**config.mk**
```make
export PLATFORM = sky130hd
export DESIGN_NAME = acmp_ctrl
export DESIGN_NICKNAME = d
export VERILOG_FILES = /design/src/acmp_pkg.sv /design/src/acmp_ctrl.sv /design/src/acmp_edge.sv /design/src/acmp_sync.sv
export VERILOG_INCLUDE_DIRS = /design/src
export SDC_FILE = /design/constraint.sdc
export NUM_CORES = 1
export LEC_CHECK = 0
export BUFFER_PORTS_ARGS = -buffer_cell sky130_fd_sc_hd__buf_2
export CAP_MARGIN = 20
export CORE_MARGIN = 5
export CORE_UTILIZATION = 35
export CTS_CLUSTER_DIAMETER = 60
export DETAILED_ROUTE_END_ITERATION = 12
export GPL_TIMING_DRIVEN = 0
export PLACE_DENSITY = 0.62
export SYNTH_ARGS = -nofsm -noshare
export SYNTH_HDL_FRONTEND = slang
export SYNTH_SLANG_ARGS = --single-unit
```
**constraint.sdc**
```tcl
create_clock -name clock -period 1.3 [get_ports clock]
set_input_delay 0.13 -clock clock [delete_from_list [all_inputs] [get_ports clock]]
set_output_delay 0.13 -clock clock [all_outputs]
set_load 0.02 [all_outputs]
```
**src/acmp_regs.svh**
```systemverilog
// register offsets, field positions and reset values of the comparator block
// Functional notes
// - result is one when positive input exceeds negative input, else zero
// - raw comparator output is synchronised, one to two clocks of latency
// - mux enabled and converter off: channel field picks channel 0 to 7
// - mux disabled or converter on: negative input is the dedicated pin
// - bandgap select picks bandgap for positive input, else positive pin
// - disable bit powers the comparator off, writable at any time
// - mode 00 toggle, 01 reserved, 10 falling edge, 11 rising edge
// - flag is set when synchronised output shows the selected event
// - flag clears on vector execution or on a write of one
// - request while flag, enable and global enable are all one
// - capture enable routes the result to the timer capture front end
// - buffer-off bit turns pin buffer off and its port bit reads zero
// - bits 7 to 2 of the pin input disable register read zero
// - converter mux usable as negative source only with power reduce low
// - converter enable bit is observed by the negative mux selection
`ifndef ACMP_REGS_SVH
`define ACMP_REGS_SVH

`define ACMP_ADDR_CSR 8'h30
`define ACMP_ADDR_CCB 8'h34
`define ACMP_ADDR_PID 8'h38
`define ACMP_ADDR_IST 8'h3C
`define ACMP_ADDR_ICL 8'h40
`define ACMP_ADDR_IEN 8'h44

`define ACMP_CSR_DISABLE 7
`define ACMP_CSR_BANDGAP 6
`define ACMP_CSR_RESULT 5
`define ACMP_CSR_FLAG 4
`define ACMP_CSR_IRQ_EN 3
`define ACMP_CSR_CAPTURE 2
`define ACMP_CSR_MODE_HI 1
`define ACMP_CSR_MODE_LO 0

`define ACMP_CCB_MUX_EN 6

`define ACMP_PID_NEG_OFF 1
`define ACMP_PID_POS_OFF 0

`define ACMP_IST_EVENT 0
`define ACMP_IST_TOGGLE 1
`define ACMP_IST_WIDTH 2

`define ACMP_CSR_RESET 8'h00
`define ACMP_CCB_RESET 8'h00
`define ACMP_PID_RESET 2'h0
`define ACMP_IRQ_RESET 2'h0

`endif

```
**src/acmp_pkg.sv**
```systemverilog
// types shared by the comparator control block
package acmp_pkg;

	typedef enum logic [1:0] {
		ACMP_MODE_TOGGLE = 2'h0,
		ACMP_MODE_RESERVED = 2'h1,
		ACMP_MODE_FALL = 2'h2,
		ACMP_MODE_RISE = 2'h3
	} acmp_mode_type;

	typedef enum logic [1:0] {
		ACMP_NEG_PIN = 2'h0,
		ACMP_NEG_CHANNEL = 2'h1
	} acmp_neg_src_type;

endpackage

```
**src/acmp_ctrl.sv**
```systemverilog
// comparator control: input selection, result, interrupt and registers
//
// Implementation choice: the address-and-strobe port.
`timescale 1ns/100ps
`include "acmp_regs.svh"
module acmp_ctrl
(
	input wire logic clock,
	input wire logic rstn,
	input wire logic [7:0] addr,
	input wire logic [7:0] wdata,
	input wire logic wr,
	input wire logic rd,
	output logic [7:0] rdata,
	input wire logic comparator_raw,
	input wire logic converter_enable,
	input wire logic converter_power_reduce,
	input wire logic [2:0] channel_select_field,
	input wire logic global_irq_enable,
	input wire logic irq_vector_taken,
	input wire logic positive_input_pin,
	input wire logic negative_input_pin,
	output logic comparator_power_off,
	output logic positive_from_bandgap,
	output logic negative_from_channel,
	output logic [2:0] negative_channel,
	output logic comparator_result,
	output logic comparator_irq_request,
	output logic capture_input,
	output logic positive_pin_buffer_off,
	output logic negative_pin_buffer_off,
	output logic positive_pin_value,
	output logic negative_pin_value,
	output logic irq
);

	// control and status fields
	logic disable_reg;
	logic bandgap_reg;
	logic flag_reg;
	logic irq_enable_reg;
	logic capture_reg;
	logic [1:0] mode_reg;
	logic [7:0] ccb_reg;
	logic [1:0] pid_reg;
	logic [`ACMP_IST_WIDTH-1:0] ist_reg;
	logic [`ACMP_IST_WIDTH-1:0] ien_reg;
	logic [7:0] rdata_reg;
	logic pos_pin_reg;
	logic neg_pin_reg;
	logic capture_reg_out;

	// next values
	logic flag_next;
	logic [`ACMP_IST_WIDTH-1:0] ist_next;
	logic [7:0] rdata_next;

	// address decode
	wire sel_csr = (addr == `ACMP_ADDR_CSR);
	wire sel_ccb = (addr == `ACMP_ADDR_CCB);
	wire sel_pid = (addr == `ACMP_ADDR_PID);
	wire sel_ist = (addr == `ACMP_ADDR_IST);
	wire sel_icl = (addr == `ACMP_ADDR_ICL);
	wire sel_ien = (addr == `ACMP_ADDR_IEN);

	wire wr_csr = wr & sel_csr;
	wire wr_ccb = wr & sel_ccb;
	wire wr_pid = wr & sel_pid;
	wire wr_icl = wr & sel_icl;
	wire wr_ien = wr & sel_ien;

	// result path
	wire raw_gated;
	wire result_sync;
	wire mode_event;
	wire toggle_event;
	acmp_pkg::acmp_mode_type mode_cast;
	acmp_pkg::acmp_neg_src_type neg_src;

	// a powered-down comparator gives a defined low level
	assign raw_gated = comparator_raw & ~disable_reg;

	acmp_sync u_sync
	(
		.clock(clock),
		.rstn(rstn),
		.async_in(raw_gated),
		.sync_out(result_sync)
	);

	assign mode_cast = acmp_pkg::acmp_mode_type'(mode_reg);

	acmp_edge u_edge
	(
		.clock(clock),
		.rstn(rstn),
		.level(result_sync),
		.mode(mode_cast),
		.mode_event(mode_event),
		.toggle_event(toggle_event)
	);

	// result is high when the positive input is above the negative one
	assign comparator_result = result_sync;

	// negative input selection
	wire mux_enable = ccb_reg[`ACMP_CCB_MUX_EN];
	wire mux_usable = mux_enable & ~converter_enable
		& ~converter_power_reduce;

	assign neg_src = mux_usable ? acmp_pkg::ACMP_NEG_CHANNEL
		: acmp_pkg::ACMP_NEG_PIN;
	assign negative_from_channel = (neg_src == acmp_pkg::ACMP_NEG_CHANNEL);
	// channel code is passed only while the channel path is chosen
	assign negative_channel = mux_usable ? channel_select_field
		: 3'h0;

	// positive input selection
	assign positive_from_bandgap = bandgap_reg;
	assign comparator_power_off = disable_reg;

	// interrupt flag: hardware set wins over any clear
	wire flag_clear_sw = wr_csr & wdata[`ACMP_CSR_FLAG];
	wire flag_clear = flag_clear_sw | irq_vector_taken;

	always_comb
	begin
		flag_next = flag_reg;
		if (flag_clear)
			flag_next = 1'b0;
		if (mode_event)
			flag_next = 1'b1;
	end

	always_ff @(posedge clock)
	begin
		if (!rstn)
			flag_reg <= 1'b0;
		else
			flag_reg <= flag_next;
	end

	assign comparator_irq_request = flag_reg & irq_enable_reg
		& global_irq_enable;

	// control and status register, writable fields
	always_ff @(posedge clock)
	begin
		if (!rstn)
		begin
			disable_reg <= 1'b0;
			bandgap_reg <= 1'b0;
			irq_enable_reg <= 1'b0;
			capture_reg <= 1'b0;
			mode_reg <= 2'h0;
		end
		else if (wr_csr)
		begin
			disable_reg <= wdata[`ACMP_CSR_DISABLE];
			bandgap_reg <= wdata[`ACMP_CSR_BANDGAP];
			irq_enable_reg <= wdata[`ACMP_CSR_IRQ_EN];
			capture_reg <= wdata[`ACMP_CSR_CAPTURE];
			mode_reg <= wdata[`ACMP_CSR_MODE_HI:`ACMP_CSR_MODE_LO];
		end
	end

	// converter control b: only the mux enable steers this block
	always_ff @(posedge clock)
	begin
		if (!rstn)
			ccb_reg <= `ACMP_CCB_RESET;
		else if (wr_ccb)
			ccb_reg <= wdata;
	end

	// pin input disable
	always_ff @(posedge clock)
	begin
		if (!rstn)
			pid_reg <= `ACMP_PID_RESET;
		else if (wr_pid)
			pid_reg <= wdata[1:0];
	end

	assign positive_pin_buffer_off = pid_reg[`ACMP_PID_POS_OFF];
	assign negative_pin_buffer_off = pid_reg[`ACMP_PID_NEG_OFF];

	// port input values forced low while the buffer is off
	always_ff @(posedge clock)
	begin
		if (!rstn)
		begin
			pos_pin_reg <= 1'b0;
			neg_pin_reg <= 1'b0;
		end
		else
		begin
			pos_pin_reg <= positive_input_pin
				& ~pid_reg[`ACMP_PID_POS_OFF];
			neg_pin_reg <= negative_input_pin
				& ~pid_reg[`ACMP_PID_NEG_OFF];
		end
	end

	assign positive_pin_value = pos_pin_reg;
	assign negative_pin_value = neg_pin_reg;

	// capture routing; zero when the route is off
	always_ff @(posedge clock)
	begin
		if (!rstn)
			capture_reg_out <= 1'b0;
		else
			capture_reg_out <= capture_reg & result_sync;
	end

	assign capture_input = capture_reg_out;

	// sticky event status, clear by writing one, set wins
	wire [`ACMP_IST_WIDTH-1:0] ist_set = {toggle_event, mode_event};
	wire [`ACMP_IST_WIDTH-1:0] ist_clr = wr_icl ?
		wdata[`ACMP_IST_WIDTH-1:0] : `ACMP_IRQ_RESET;

	assign ist_next = (ist_reg & ~ist_clr) | ist_set;

	always_ff @(posedge clock)
	begin
		if (!rstn)
			ist_reg <= `ACMP_IRQ_RESET;
		else
			ist_reg <= ist_next;
	end

	always_ff @(posedge clock)
	begin
		if (!rstn)
			ien_reg <= `ACMP_IRQ_RESET;
		else if (wr_ien)
			ien_reg <= wdata[`ACMP_IST_WIDTH-1:0];
	end

	assign irq = |(ist_reg & ien_reg);

	// read data
	wire [7:0] csr_value = {disable_reg, bandgap_reg, result_sync,
		flag_reg, irq_enable_reg, capture_reg, mode_reg};
	wire [7:0] pid_value = {6'h00, pid_reg};
	wire [7:0] ist_value = {6'h00, ist_reg};
	wire [7:0] ien_value = {6'h00, ien_reg};

	always_comb
	begin
		rdata_next = 8'h00;
		if (rd)
		begin
			case (1'b1)
			sel_csr:
				rdata_next = csr_value;
			sel_ccb:
				rdata_next = ccb_reg;
			sel_pid:
				rdata_next = pid_value;
			sel_ist:
				rdata_next = ist_value;
			sel_ien:
				rdata_next = ien_value;
			default:
				rdata_next = 8'h00;
			endcase
		end
	end

	always_ff @(posedge clock)
	begin
		if (!rstn)
			rdata_reg <= 8'h00;
		else
			rdata_reg <= rdata_next;
	end

	assign rdata = rdata_reg;

endmodule

```
**src/acmp_edge.sv**
```systemverilog
// edge detector on the synchronised result, qualified by interrupt mode
`timescale 1ns/100ps
module acmp_edge
(
	input wire logic clock,
	input wire logic rstn,
	input wire logic level,
	input wire acmp_pkg::acmp_mode_type mode,
	output logic mode_event,
	output logic toggle_event
);

	logic prev_reg;
	logic rise;
	logic fall;

	always_ff @(posedge clock)
	begin
		if (!rstn)
			prev_reg <= 1'b0;
		else
			prev_reg <= level;
	end

	assign rise = level & ~prev_reg;
	assign fall = ~level & prev_reg;
	assign toggle_event = rise | fall;

	always_comb
	begin
		case (mode)
		acmp_pkg::ACMP_MODE_TOGGLE:
			mode_event = toggle_event;
		acmp_pkg::ACMP_MODE_FALL:
			mode_event = fall;
		acmp_pkg::ACMP_MODE_RISE:
			mode_event = rise;
		default:
			mode_event = 1'b0;
		endcase
	end

endmodule

```
**src/acmp_sync.sv**
```systemverilog
// two-stage synchroniser for the raw comparator output
`timescale 1ns/100ps
module acmp_sync
(
	input wire logic clock,
	input wire logic rstn,
	input wire logic async_in,
	output logic sync_out
);

	logic stage1_reg;
	logic stage2_reg;

	always_ff @(posedge clock)
	begin
		if (!rstn)
		begin
			stage1_reg <= 1'b0;
			stage2_reg <= 1'b0;
		end
		else
		begin
			stage1_reg <= async_in;
			stage2_reg <= stage1_reg;
		end
	end

	assign sync_out = stage2_reg;

endmodule

```
Word-level counts from Yosys, hierarchy flattened
Index checks and enable logic that the tools add are counted.

Order comparisons: 0. Bitwise operators: 29. Add/sub/neg operators: 0. Reductions and logical operators: 4. Divide/modulo/power cells: 0. $mul: 0. Muxes and demuxes: 11. Equal/unequal tests: 9. Shifts and indexed selects: 0.

Operators by type and width (number): 8-bit by 6-bit equality test with 1-bit output, second input constant (4); 1-bit AND (16); 8-bit by 7-bit equality test with 1-bit output, second input constant (2); 8-bit 2-to-1 mux (2); 2-bit 2-to-1 mux (4); 1-bit inverter (7); 2-bit AND (2); 2-bit equality test, second input constant (2); 1-bit 2-to-1 mux (3); 3-bit 2-to-1 mux (1); 1-bit one-hot mux with 3 select lines (1); 2-bit logical NOT (1); 2-bit inverter (1); 1-bit bitwise OR (2); 2-bit bitwise OR (1); 2-bit AND reduction (1); 2-bit nonzero test (1); 2-bit OR reduction (1); 1-bit equality test, second input constant (1).

Memories kept: 0. Bits in latches: 0. RAM bits: 0. Output and inout port bits: 22. Memory bits (read-only): 0. Bits in registers: 35.

Longest topological paths before layout
Gate-level depths: netlist of run 1.

Depth in word-level cells: 6. Depth in mapped cells: 5. Depth with buffers taken out: 5.

Cells and area by module
A second synthesis of run 1 with hierarchy kept.

Cell total of the unflattened synthesis: 170. Area total of the unflattened synthesis: 1534.0 µm².

By module, submodules not included: acmp_ctrl (area each 1381.3 µm², times used 1, sequential area each 640.6 µm², cells each 155); acmp_edge (area each 100.1 µm², times used 1, sequential area each 20.0 µm², cells each 11); acmp_sync (area each 52.6 µm², times used 1, sequential area each 40.0 µm², cells each 4).

Least setup slack after synthesis of run 1
No wires, ideal clock.

Path type: flip-flop to output port. Start point: reg ccb_reg[6]. End point: out negative_channel[0]. Data required time: 1170 ps. Path slack: -122 ps. Cell stages (with the launch flop): 3. Data arrival time: 1292 ps. Path buffers: 0. Path through: dfxtp_1 -> nor3b_1 -> and2_1.

Longest elaborated chain between the ends: 3.

RTL lines: from (decl) (RTL line acmp_ctrl.sv:44) `logic [7:0] ccb_reg;`; from (signal assigned) (RTL line acmp_ctrl.sv:171) `` ccb_reg <= `ACMP_CCB_RESET; ``; from (signal assigned) (RTL line acmp_ctrl.sv:173) `ccb_reg <= wdata;`; 1-bit AND (RTL line acmp_ctrl.sv:108) `wire mux_usable = mux_enable & ~converter_enable`; 1-bit AND (RTL line acmp_ctrl.sv:109) `& ~converter_power_reduce;`; 3-bit 2-to-1 mux (RTL line acmp_ctrl.sv:115) `assign negative_channel = mux_usable ? channel_select_field`; to (decl) (RTL line acmp_ctrl.sv:26) `output logic [2:0] negative_channel,`.

No other way between the ends.

Worst setup path in the final report of run 1
Start point: in addr[7]. End point: reg rdata_reg[5] (netlist: rdata[5]).

Longest elaborated chain between the ends: 3. Elaborated cells between the ends (all ways): 4. Classes of those cells: eq/ne: 2; mux: 2.

RTL lines: from (decl) (RTL line acmp_ctrl.sv:10) `input wire logic [7:0] addr,`; 8-bit by 6-bit equality test with 1-bit output (no line); 8-bit 2-to-1 mux (RTL line acmp_ctrl.sv:256) `case (1'b1)`; 8-bit 2-to-1 mux * (RTL line acmp_ctrl.sv:256); to (signal assigned) (RTL line acmp_ctrl.sv:278) `rdata_reg <= rdata_next;`; to (decl) (RTL line acmp_ctrl.sv:48) `logic [7:0] rdata_reg;`.

Every way passes the cells marked *; elsewhere a longest branch is shown, timed or not. A chain may end at the register's enable or synchronous reset.

==> results by group, run 1 <==
CTS
  • Clock Latency Late Sink: 0.28 ns
  • CTS buffer count: 5
  • H-tree Lvls: 2
  • Root buffer cell: clkbuf_8
  • CTS Sinks: 35
  • Hold_buf cts: 0
  • CTS max path bufs: 2
  • CTS tree: yes
  • Clock transition at path regs: roughly 0.07 ns

Status
  • Outcome: finished, final reports clean

Cells and area
  • Fill cell count: ~400
  • Final nets: 250
  • Diodes inserted: 0
  • Share of layout cells above drive strength 1: between 30 and 40%
  • Fin cells: between 200 and 300
  • Area growth syn-to-layout: 34.1%
  • Post-route cell area: roughly 0.002 mm^2

Drt
  • Post-route ant nets: 0
  • Pre-antenna DRT Iters: 5
  • Routed vias: ~1300
  • WL final: ~3.7 mm
  • DRC violations left: 0
  • Routed len/inst: about 14 um
  • Via-per-instance ratio: approximately 4.8
  • 1st-iter DRT viols: 39

Setup path
  • Worst Path Arrival: about 1.5 ns
  • R2r worst-path depth: 5
  • Worst EP required: roughly 1.5 ns
  • WS Path Type: input port to register
  • CP startpoint kind: input port
  • FF-to-FF End: ist_reg[0]
  • Worst R2R Setup Slack: 0.06 ns
  • CP Max Fanout: 6
  • Critical R2R Launch: u_sync.sync_out
  • CP endpoint kind: register

STA
  • Min Clock Period, post-route: ~1.2 ns
  • Final setup vio count: 0
  • Tightest Pin Transition: 0.506 ns
  • Post-route clock period utilization: 95.5%
  • Max transition margin: approximately 66%
  • Pins Over Slew Limit: 0
  • Final hold viol count: 0
  • FMAX: 806 MHz
  • Post-route clock skew: roughly 0.0040 ns
  • RSZ-0062 raised after global routing: true

Worst hold path
  • Hold Path Depth: 3
  • HP Start: comparator_raw
  • Type of the worst min-delay path: input port to register
  • Worst Hold Endpoint: u_sync.stage1_reg

Floorplanning
  • Die ar.: about 0.0057 mm^2
  • Ports: between 50 and 60
  • Die height: about 75 um
  • Die Width: 75.4 um
  • Floorplan row count: 23
  • Core area: around 0.0041 mm^2
  • Initial Util: 36.7%

Global routing
  • Largest net degree at the start of global routing: 12
  • GRT Util Overall: between 10% and 20%
  • First-pass GRT wire length: about 5.8 mm
  • Initial antenna violation count: 0
  • Vias in the first global route: 1205
  • Total gr overflow: 0

Yosys
  • Mux cell area share after synthesis: about a fifth
  • Post-synthesis compound-gate area fraction: around 6%
  • Largest family of logic cells by synthesized area: simple AND/OR/NAND/NOR gates
  • Synth top area share: a little under half
  • EDFF count, synth: 0
  • Post-synth design cell area: ~0.0015 mm^2
  • Synth unique cells: 32
  • Post-Synth Adder-Cell Area: 1.67%
  • Post-synthesis cell count: 158
  • Synth Warn #: 0
  • Commonest cells post-synth: 35 x dfxtp_1, 33 x nand2_1, 28 x mux2i_1
  • Sequential element share of the synthesized area: roughly 47%
  • Top cells by area, synth: dfxtp_1 47%, mux2i_1 19%, nand2_1 8.3%
  • Synth area leader: dfxtp_1
  • Net Count, Synth: 190
  • Post-Synth XOR/XNOR Area: 0%
  • Async SR Flop Fraction: 0%
  • Most frequent cell after synthesis: dfxtp_1
  • Post-synth top flop: dfxtp_1
  • Mapped Avg Cell Area: roughly 9.5 um^2
  • Seq cells post-synth: 35
  • Post-Synth Simple-Gate Area: between 20% and 30%

Pwr
  • Power Dens Cells: 1020 mW/mm^2
  • NetSw: about 0.0005 W
  • Flop pwr share: 53.5%
  • Max VDD drop: between 500 and 600 uV
  • Leakage: approximately 0.90 nW
  • Clock power frac: between 30% and 40%
  • Power share of the combinational group: under 10%
  • Sw Share: roughly a quarter
  • P_int: 0.00154 W

Placement
  • Placed cell count: about 260
  • DP HPWL: between 2 and 3 mm
  • Port bufs: 50
  • Dpl cell area: approximately 0.0018 mm^2
  • Global placer's final weighted congestion: roughly 0.84

Flow run
  • Max cap viols: 0
-- cell families after synthesis --
group | after synthesis
AO/OA/AOI/OAI | 11
buffers and inverters | 11
AND/OR/NAND/NOR | 71
multiplexers | 28
adder cells (fa/ha/maj) | 2
flip-flops | 35
-- critical path: stages --
cell and delay, ns:
buf_2 0.13, or4_4 0.56, or3_1 0.33, clkbuf_2 0.17, nor2_1 0.14
-- worst max-delay path by stage --
stage | startpoint | to
after floorplan | addr[7] | ccb_reg[0]
after global placement | addr[2] | rdata[0]
after detailed placement | addr[2] | rdata[0]
after CTS | u_sync.sync_out | flag_reg
after global routing | ccb_reg[6] | negative_channel[1]
final | addr[7] | rdata[5]
-- placed cells by master, fill, tap and decap left out, types with 4 or more instances in the layout --
cell type | Yosys | final
buf_2 | 1 | 48
nand2_1 | 33 | 33
dfxtp_1 | 35 | 33
mux2i_1 | 28 | 28
nor2_1 | 11 | 11
clkbuf_1 | 5 | 5
buf_4 | 1 | 5
clkbuf_8 | 0 | 5
and2_1 | 4 | 4
nand3_1 | 4 | 4
-- power by group through the flow --
stage / sequential, W / clock (W) / combinational, W
after CTS: 0.00109 / 0.000798 / 0.000171
after global routing: 0.00110 / 0.000851 / 0.000199
after floorplan: 0.00112 / 0 / 0.0000780
after global placement: 0.00112 / 0 / 0.000164
final: 0.00109 / 0.000771 / 0.000181
after detailed placement: 0.00112 / 0 / 0.000164
-- layer usage --
layer | vias to the layer above | global-route usage, % | part of all wire [%]
li1 | 671 | - | -
met1 | 591 | 17.9 | 46
met2 | 24 | 21.4 | 49
met3 | 2 | 4.22 | 4.3
met4 | 0 | 4.66 | 0.46
met5 | - | 0 | 0
-- final cells by class --
type / instances / area [um^2] / share of cell area, %
sequential: 35 / 706 / 35.1
clock buffer: 6 / 72.6 / 3.61
inverter: 4 / 15.0 / 0.747
multi-input combinational: 112 / 813 / 40.4
timing repair buffer: 53 / 297 / 14.7
clock inverter: 2 / 12.5 / 0.622
buffer: 7 / 32.5 / 1.62
tap: 50 / 62.6 / 3.11
-- per-stage QoR --
step | power [W] | worst slack, ns | TNS [ns] | utilization, % | hold slack [ns]
3_3_place_gp | 0.00128 | -0.329 | -5.93 | 44.7 | 0.343
4_1_cts | 0.00206 | -0.00178 | -0.00178 | 47.8 | 0.0404
3_5_place_dp | 0.00128 | -0.321 | -5.90 | 44.7 | 0.348
2_1_floorplan | 0.00120 | -0.00548 | -0.0439 | - | 0.244
5_1_grt | 0.00215 | -0.00534 | -0.00897 | 49.2 | 0.0492
6_report | 0.00205 | 0.0590 | 0 | 49.2 | 0.0520
-- what timing repair did --
item                       in CTS  in global routing
hold endpoints to repair        0                  0
pin swaps                       1                  3
setup endpoints to repair      14                 13
buffers inserted                2                  1
resized for setup               4                  9
Note: power is estimated with default switching activity, not from simulation.
==> run 2, diff against run 1 <==
- PLACE_DENSITY: 0.62 -> 0.59
- clock period: 1.3 -> 1.2 ns (I/O delays scaled with it)
==> results by group, run 2 (synthesized netlist as in run 1, its figures left out) <==
Floorplanning
  • Core area: 0.00409 mm^2 (unchanged)
  • Die height: 75.4 um (unchanged)
  • Initial Util: 36.7% (unchanged)
  • Die ar.: 0.00569 mm^2 (unchanged)
  • Die Width: 75.4 um (unchanged)
  • Ports: 52 (unchanged)
  • Floorplan row count: 23 (unchanged)

Worst hold path
  • HP Start: irq_vector_taken (was comparator_raw)
  • Type of the worst min-delay path: input port to register (unchanged)

CTS
  • Clock Latency Late Sink: 0.29 ns (was 0.28 ns)
  • CTS max path bufs: 2 (unchanged)
  • H-tree Lvls: 2 (unchanged)
  • CTS Sinks: 35 (unchanged)
  • Hold_buf cts: 0 (unchanged)
  • Clock transition at path regs: 0.07 ns (about the same)
  • CTS tree: yes (unchanged)
  • Root buffer cell: clkbuf_8 (unchanged)
  • CTS buffer count: 5 (unchanged)

STA
  • Tightest Pin Transition: 0.497 ns (was 0.506 ns)
  • Worst hold slack: 0.0394 ns (was 0.0520 ns)
  • Pins Over Slew Limit: 0 (unchanged)
  • Post-route clock period utilization: 103%
  • Final hold viol count: 0 (unchanged)
  • Post-route setup slack: -0.0363 ns (was 0.0590 ns)
  • Max transition margin: 66.9% (was 66.3%)
  • FMAX: between 800 and 900 MHz
  • RSZ-0062 raised after global routing: true (unchanged)
  • Final setup vio count: 5 (was 0)
  • Post-route clock skew: 0.00522 ns (was 0.00401 ns)
  • Min Clock Period, post-route: about 1.2 ns

Setup path
  • WS Path Type: register to primary output (was input port to register)
  • CP Max Fanout: 4 (was 6)
  • Cell family with the largest share of critical-path delay: simple AND/OR/NAND/NOR gates (unchanged)
  • CP endpoint kind: primary output (was register)
  • CP bufs+invs: 1 (was 2)
  • CP startpoint kind: register (was input port)
  • Critical-path cell list: nor3b_4 > and2_1 > buf_6 (was buf_2 > or4_4 > or3_1 > clkbuf_2 > nor2_1)
  • Worst R2R Setup Slack: -0.02 ns (was 0.06 ns)
  • Critical R2R Launch: ist_reg[0] (was u_sync.sync_out)
  • Slowest cell on the critical path: dfxtp_2 (was or4_4)
  • Worst EP required: 1.08 ns (was 1.52 ns)
  • Crit-path max cell delay: 0.33 ns (was 0.56 ns)
  • Worst Path Arrival: 1.12 ns (was 1.46 ns)
  • Worst setup startpoint: ccb_reg[6] (was addr[7])

Placement
  • Global placer's final weighted congestion: 0.811 (was 0.837)
  • DP HPWL: 2.75 mm (was 2.70 mm)
  • Dpl cell area: 0.00184 mm^2 (was 0.00183 mm^2)
  • Port bufs: 50 (unchanged)
  • Placed cell count: 258 (unchanged)

Drt
  • Via-per-instance ratio: 4.86 (was 4.79)
  • Routed len/inst: 13.7 um (about the same)
  • WL final: 3.69 mm (was 3.68 mm)
  • Pre-antenna DRT Iters: 4 (was 5)
  • 1st-iter DRT viols: 45 (was 39)
  • DRC violations left: 0 (unchanged)
  • Post-route ant nets: 0 (unchanged)
  • Routed vias: 1308 (was 1288)

Cells and area
  • Final nets: 250 (unchanged)
  • Post-route cell area: 0.00205 mm^2 (was 0.00201 mm^2)
  • Share of layout cells above drive strength 1: 35.6% (was 33.3%)
  • Area growth syn-to-layout: 36.6% (was 34.1%)
  • Fin cells: 269 (unchanged)
  • Most frequent cells in the layout: 47 x buf_2, 33 x nand2_1, 31 x dfxtp_1, 28 x mux2i_1, 11 x nor2_1 (was 48 x buf_2, 33 x nand2_1, 33 x dfxtp_1, 28 x mux2i_1, 11 x nor2_1)
  • Commonest non-fill, non-tap cell in the layout: buf_2 (unchanged)
  • Diodes inserted: 0 (unchanged)
  • Fin util: 50.1% (was 49.2%)

Flow run
  • Max cap viols: 0 (unchanged)

Global routing
  • GRT Util Overall: 13.9% (was 13.7%)
  • Total gr overflow: 0 (unchanged)
  • Initial antenna violation count: 0 (unchanged)
  • Largest net degree at the start of global routing: 12 (unchanged)
  • Vias in the first global route: 1255 (was 1205)
  • First-pass GRT wire length: 5.92 mm (was 5.78 mm)

Status
  • Outcome: finished with violations (was finished, final reports clean)
  • Violated checks: negative setup slack

Pwr
  • Max VDD drop: 483 uV (was 556 uV)
  • Leakage: 0.918 nW (was 0.904 nW)
  • Power Dens Cells: 1110 mW/mm^2 (was 1020 mW/mm^2)
-- run 2: final cells by class --
class / count / area, um^2
clock inverter: 1 / 8.76
inverter: 4 / 17.5
buffer: 6 / 30.0
tap: 50 / 62.6
timing repair buffer: 54 / 312
fill: 402 / 2040
clock buffer: 7 / 86.3
multi-input combinational: 112 / 822
sequential: 35 / 708
-- run 2: what timing repair did --
action,in CTS,in global routing
hold endpoints to repair,0,0
gates resized for setup,11,8
pin swaps,5,4
buffers inserted,4,0
endpoints found under the setup margin,17,27
-- run 2: power by group --
group          internal [W]  switching, W  leakage (nW)
clock              0.000470      0.000421        0.0484
sequential          0.00118    0.00000990         0.286
combinational     0.0000844      0.000114         0.584
-- run 2: layer usage --
layer  wire (um)  share of wire [%]  global-route usage, %
met5           0                  0                      0
met4          29               0.79                   4.08
met3         245                6.6                   4.22
met2        1780                 48                   22.1
met1        1640                 44                   18.1
-- run 2: metrics by stage --
stage	setup TNS [ns]	power [W]	setup slack, ns
final	-0.121	0.00228	-0.0363
after global routing	-0.497	0.00238	-0.101
after CTS	-0.0598	0.00230	-0.0182
after detailed placement	-7.90	0.00140	-0.408
after global placement	-8.04	0.00139	-0.397
after floorplan	-1.01	0.00130	-0.0955
-- run 2: worst register-to-register path, cell delays in order (launching register included) --
cell and delay [ns]:
dfxtp_1 0.36, mux2i_1 0.10, a211o_1 0.31, a221oi_1 0.33
-- run 2: worst paths after layout --
kind	to	cells past startpoint
setup / recovery	negative_channel[1]	3
hold reg to reg	positive_pin_value	1
setup reg to reg	rdata[0]	3
hold / removal	flag_reg	2
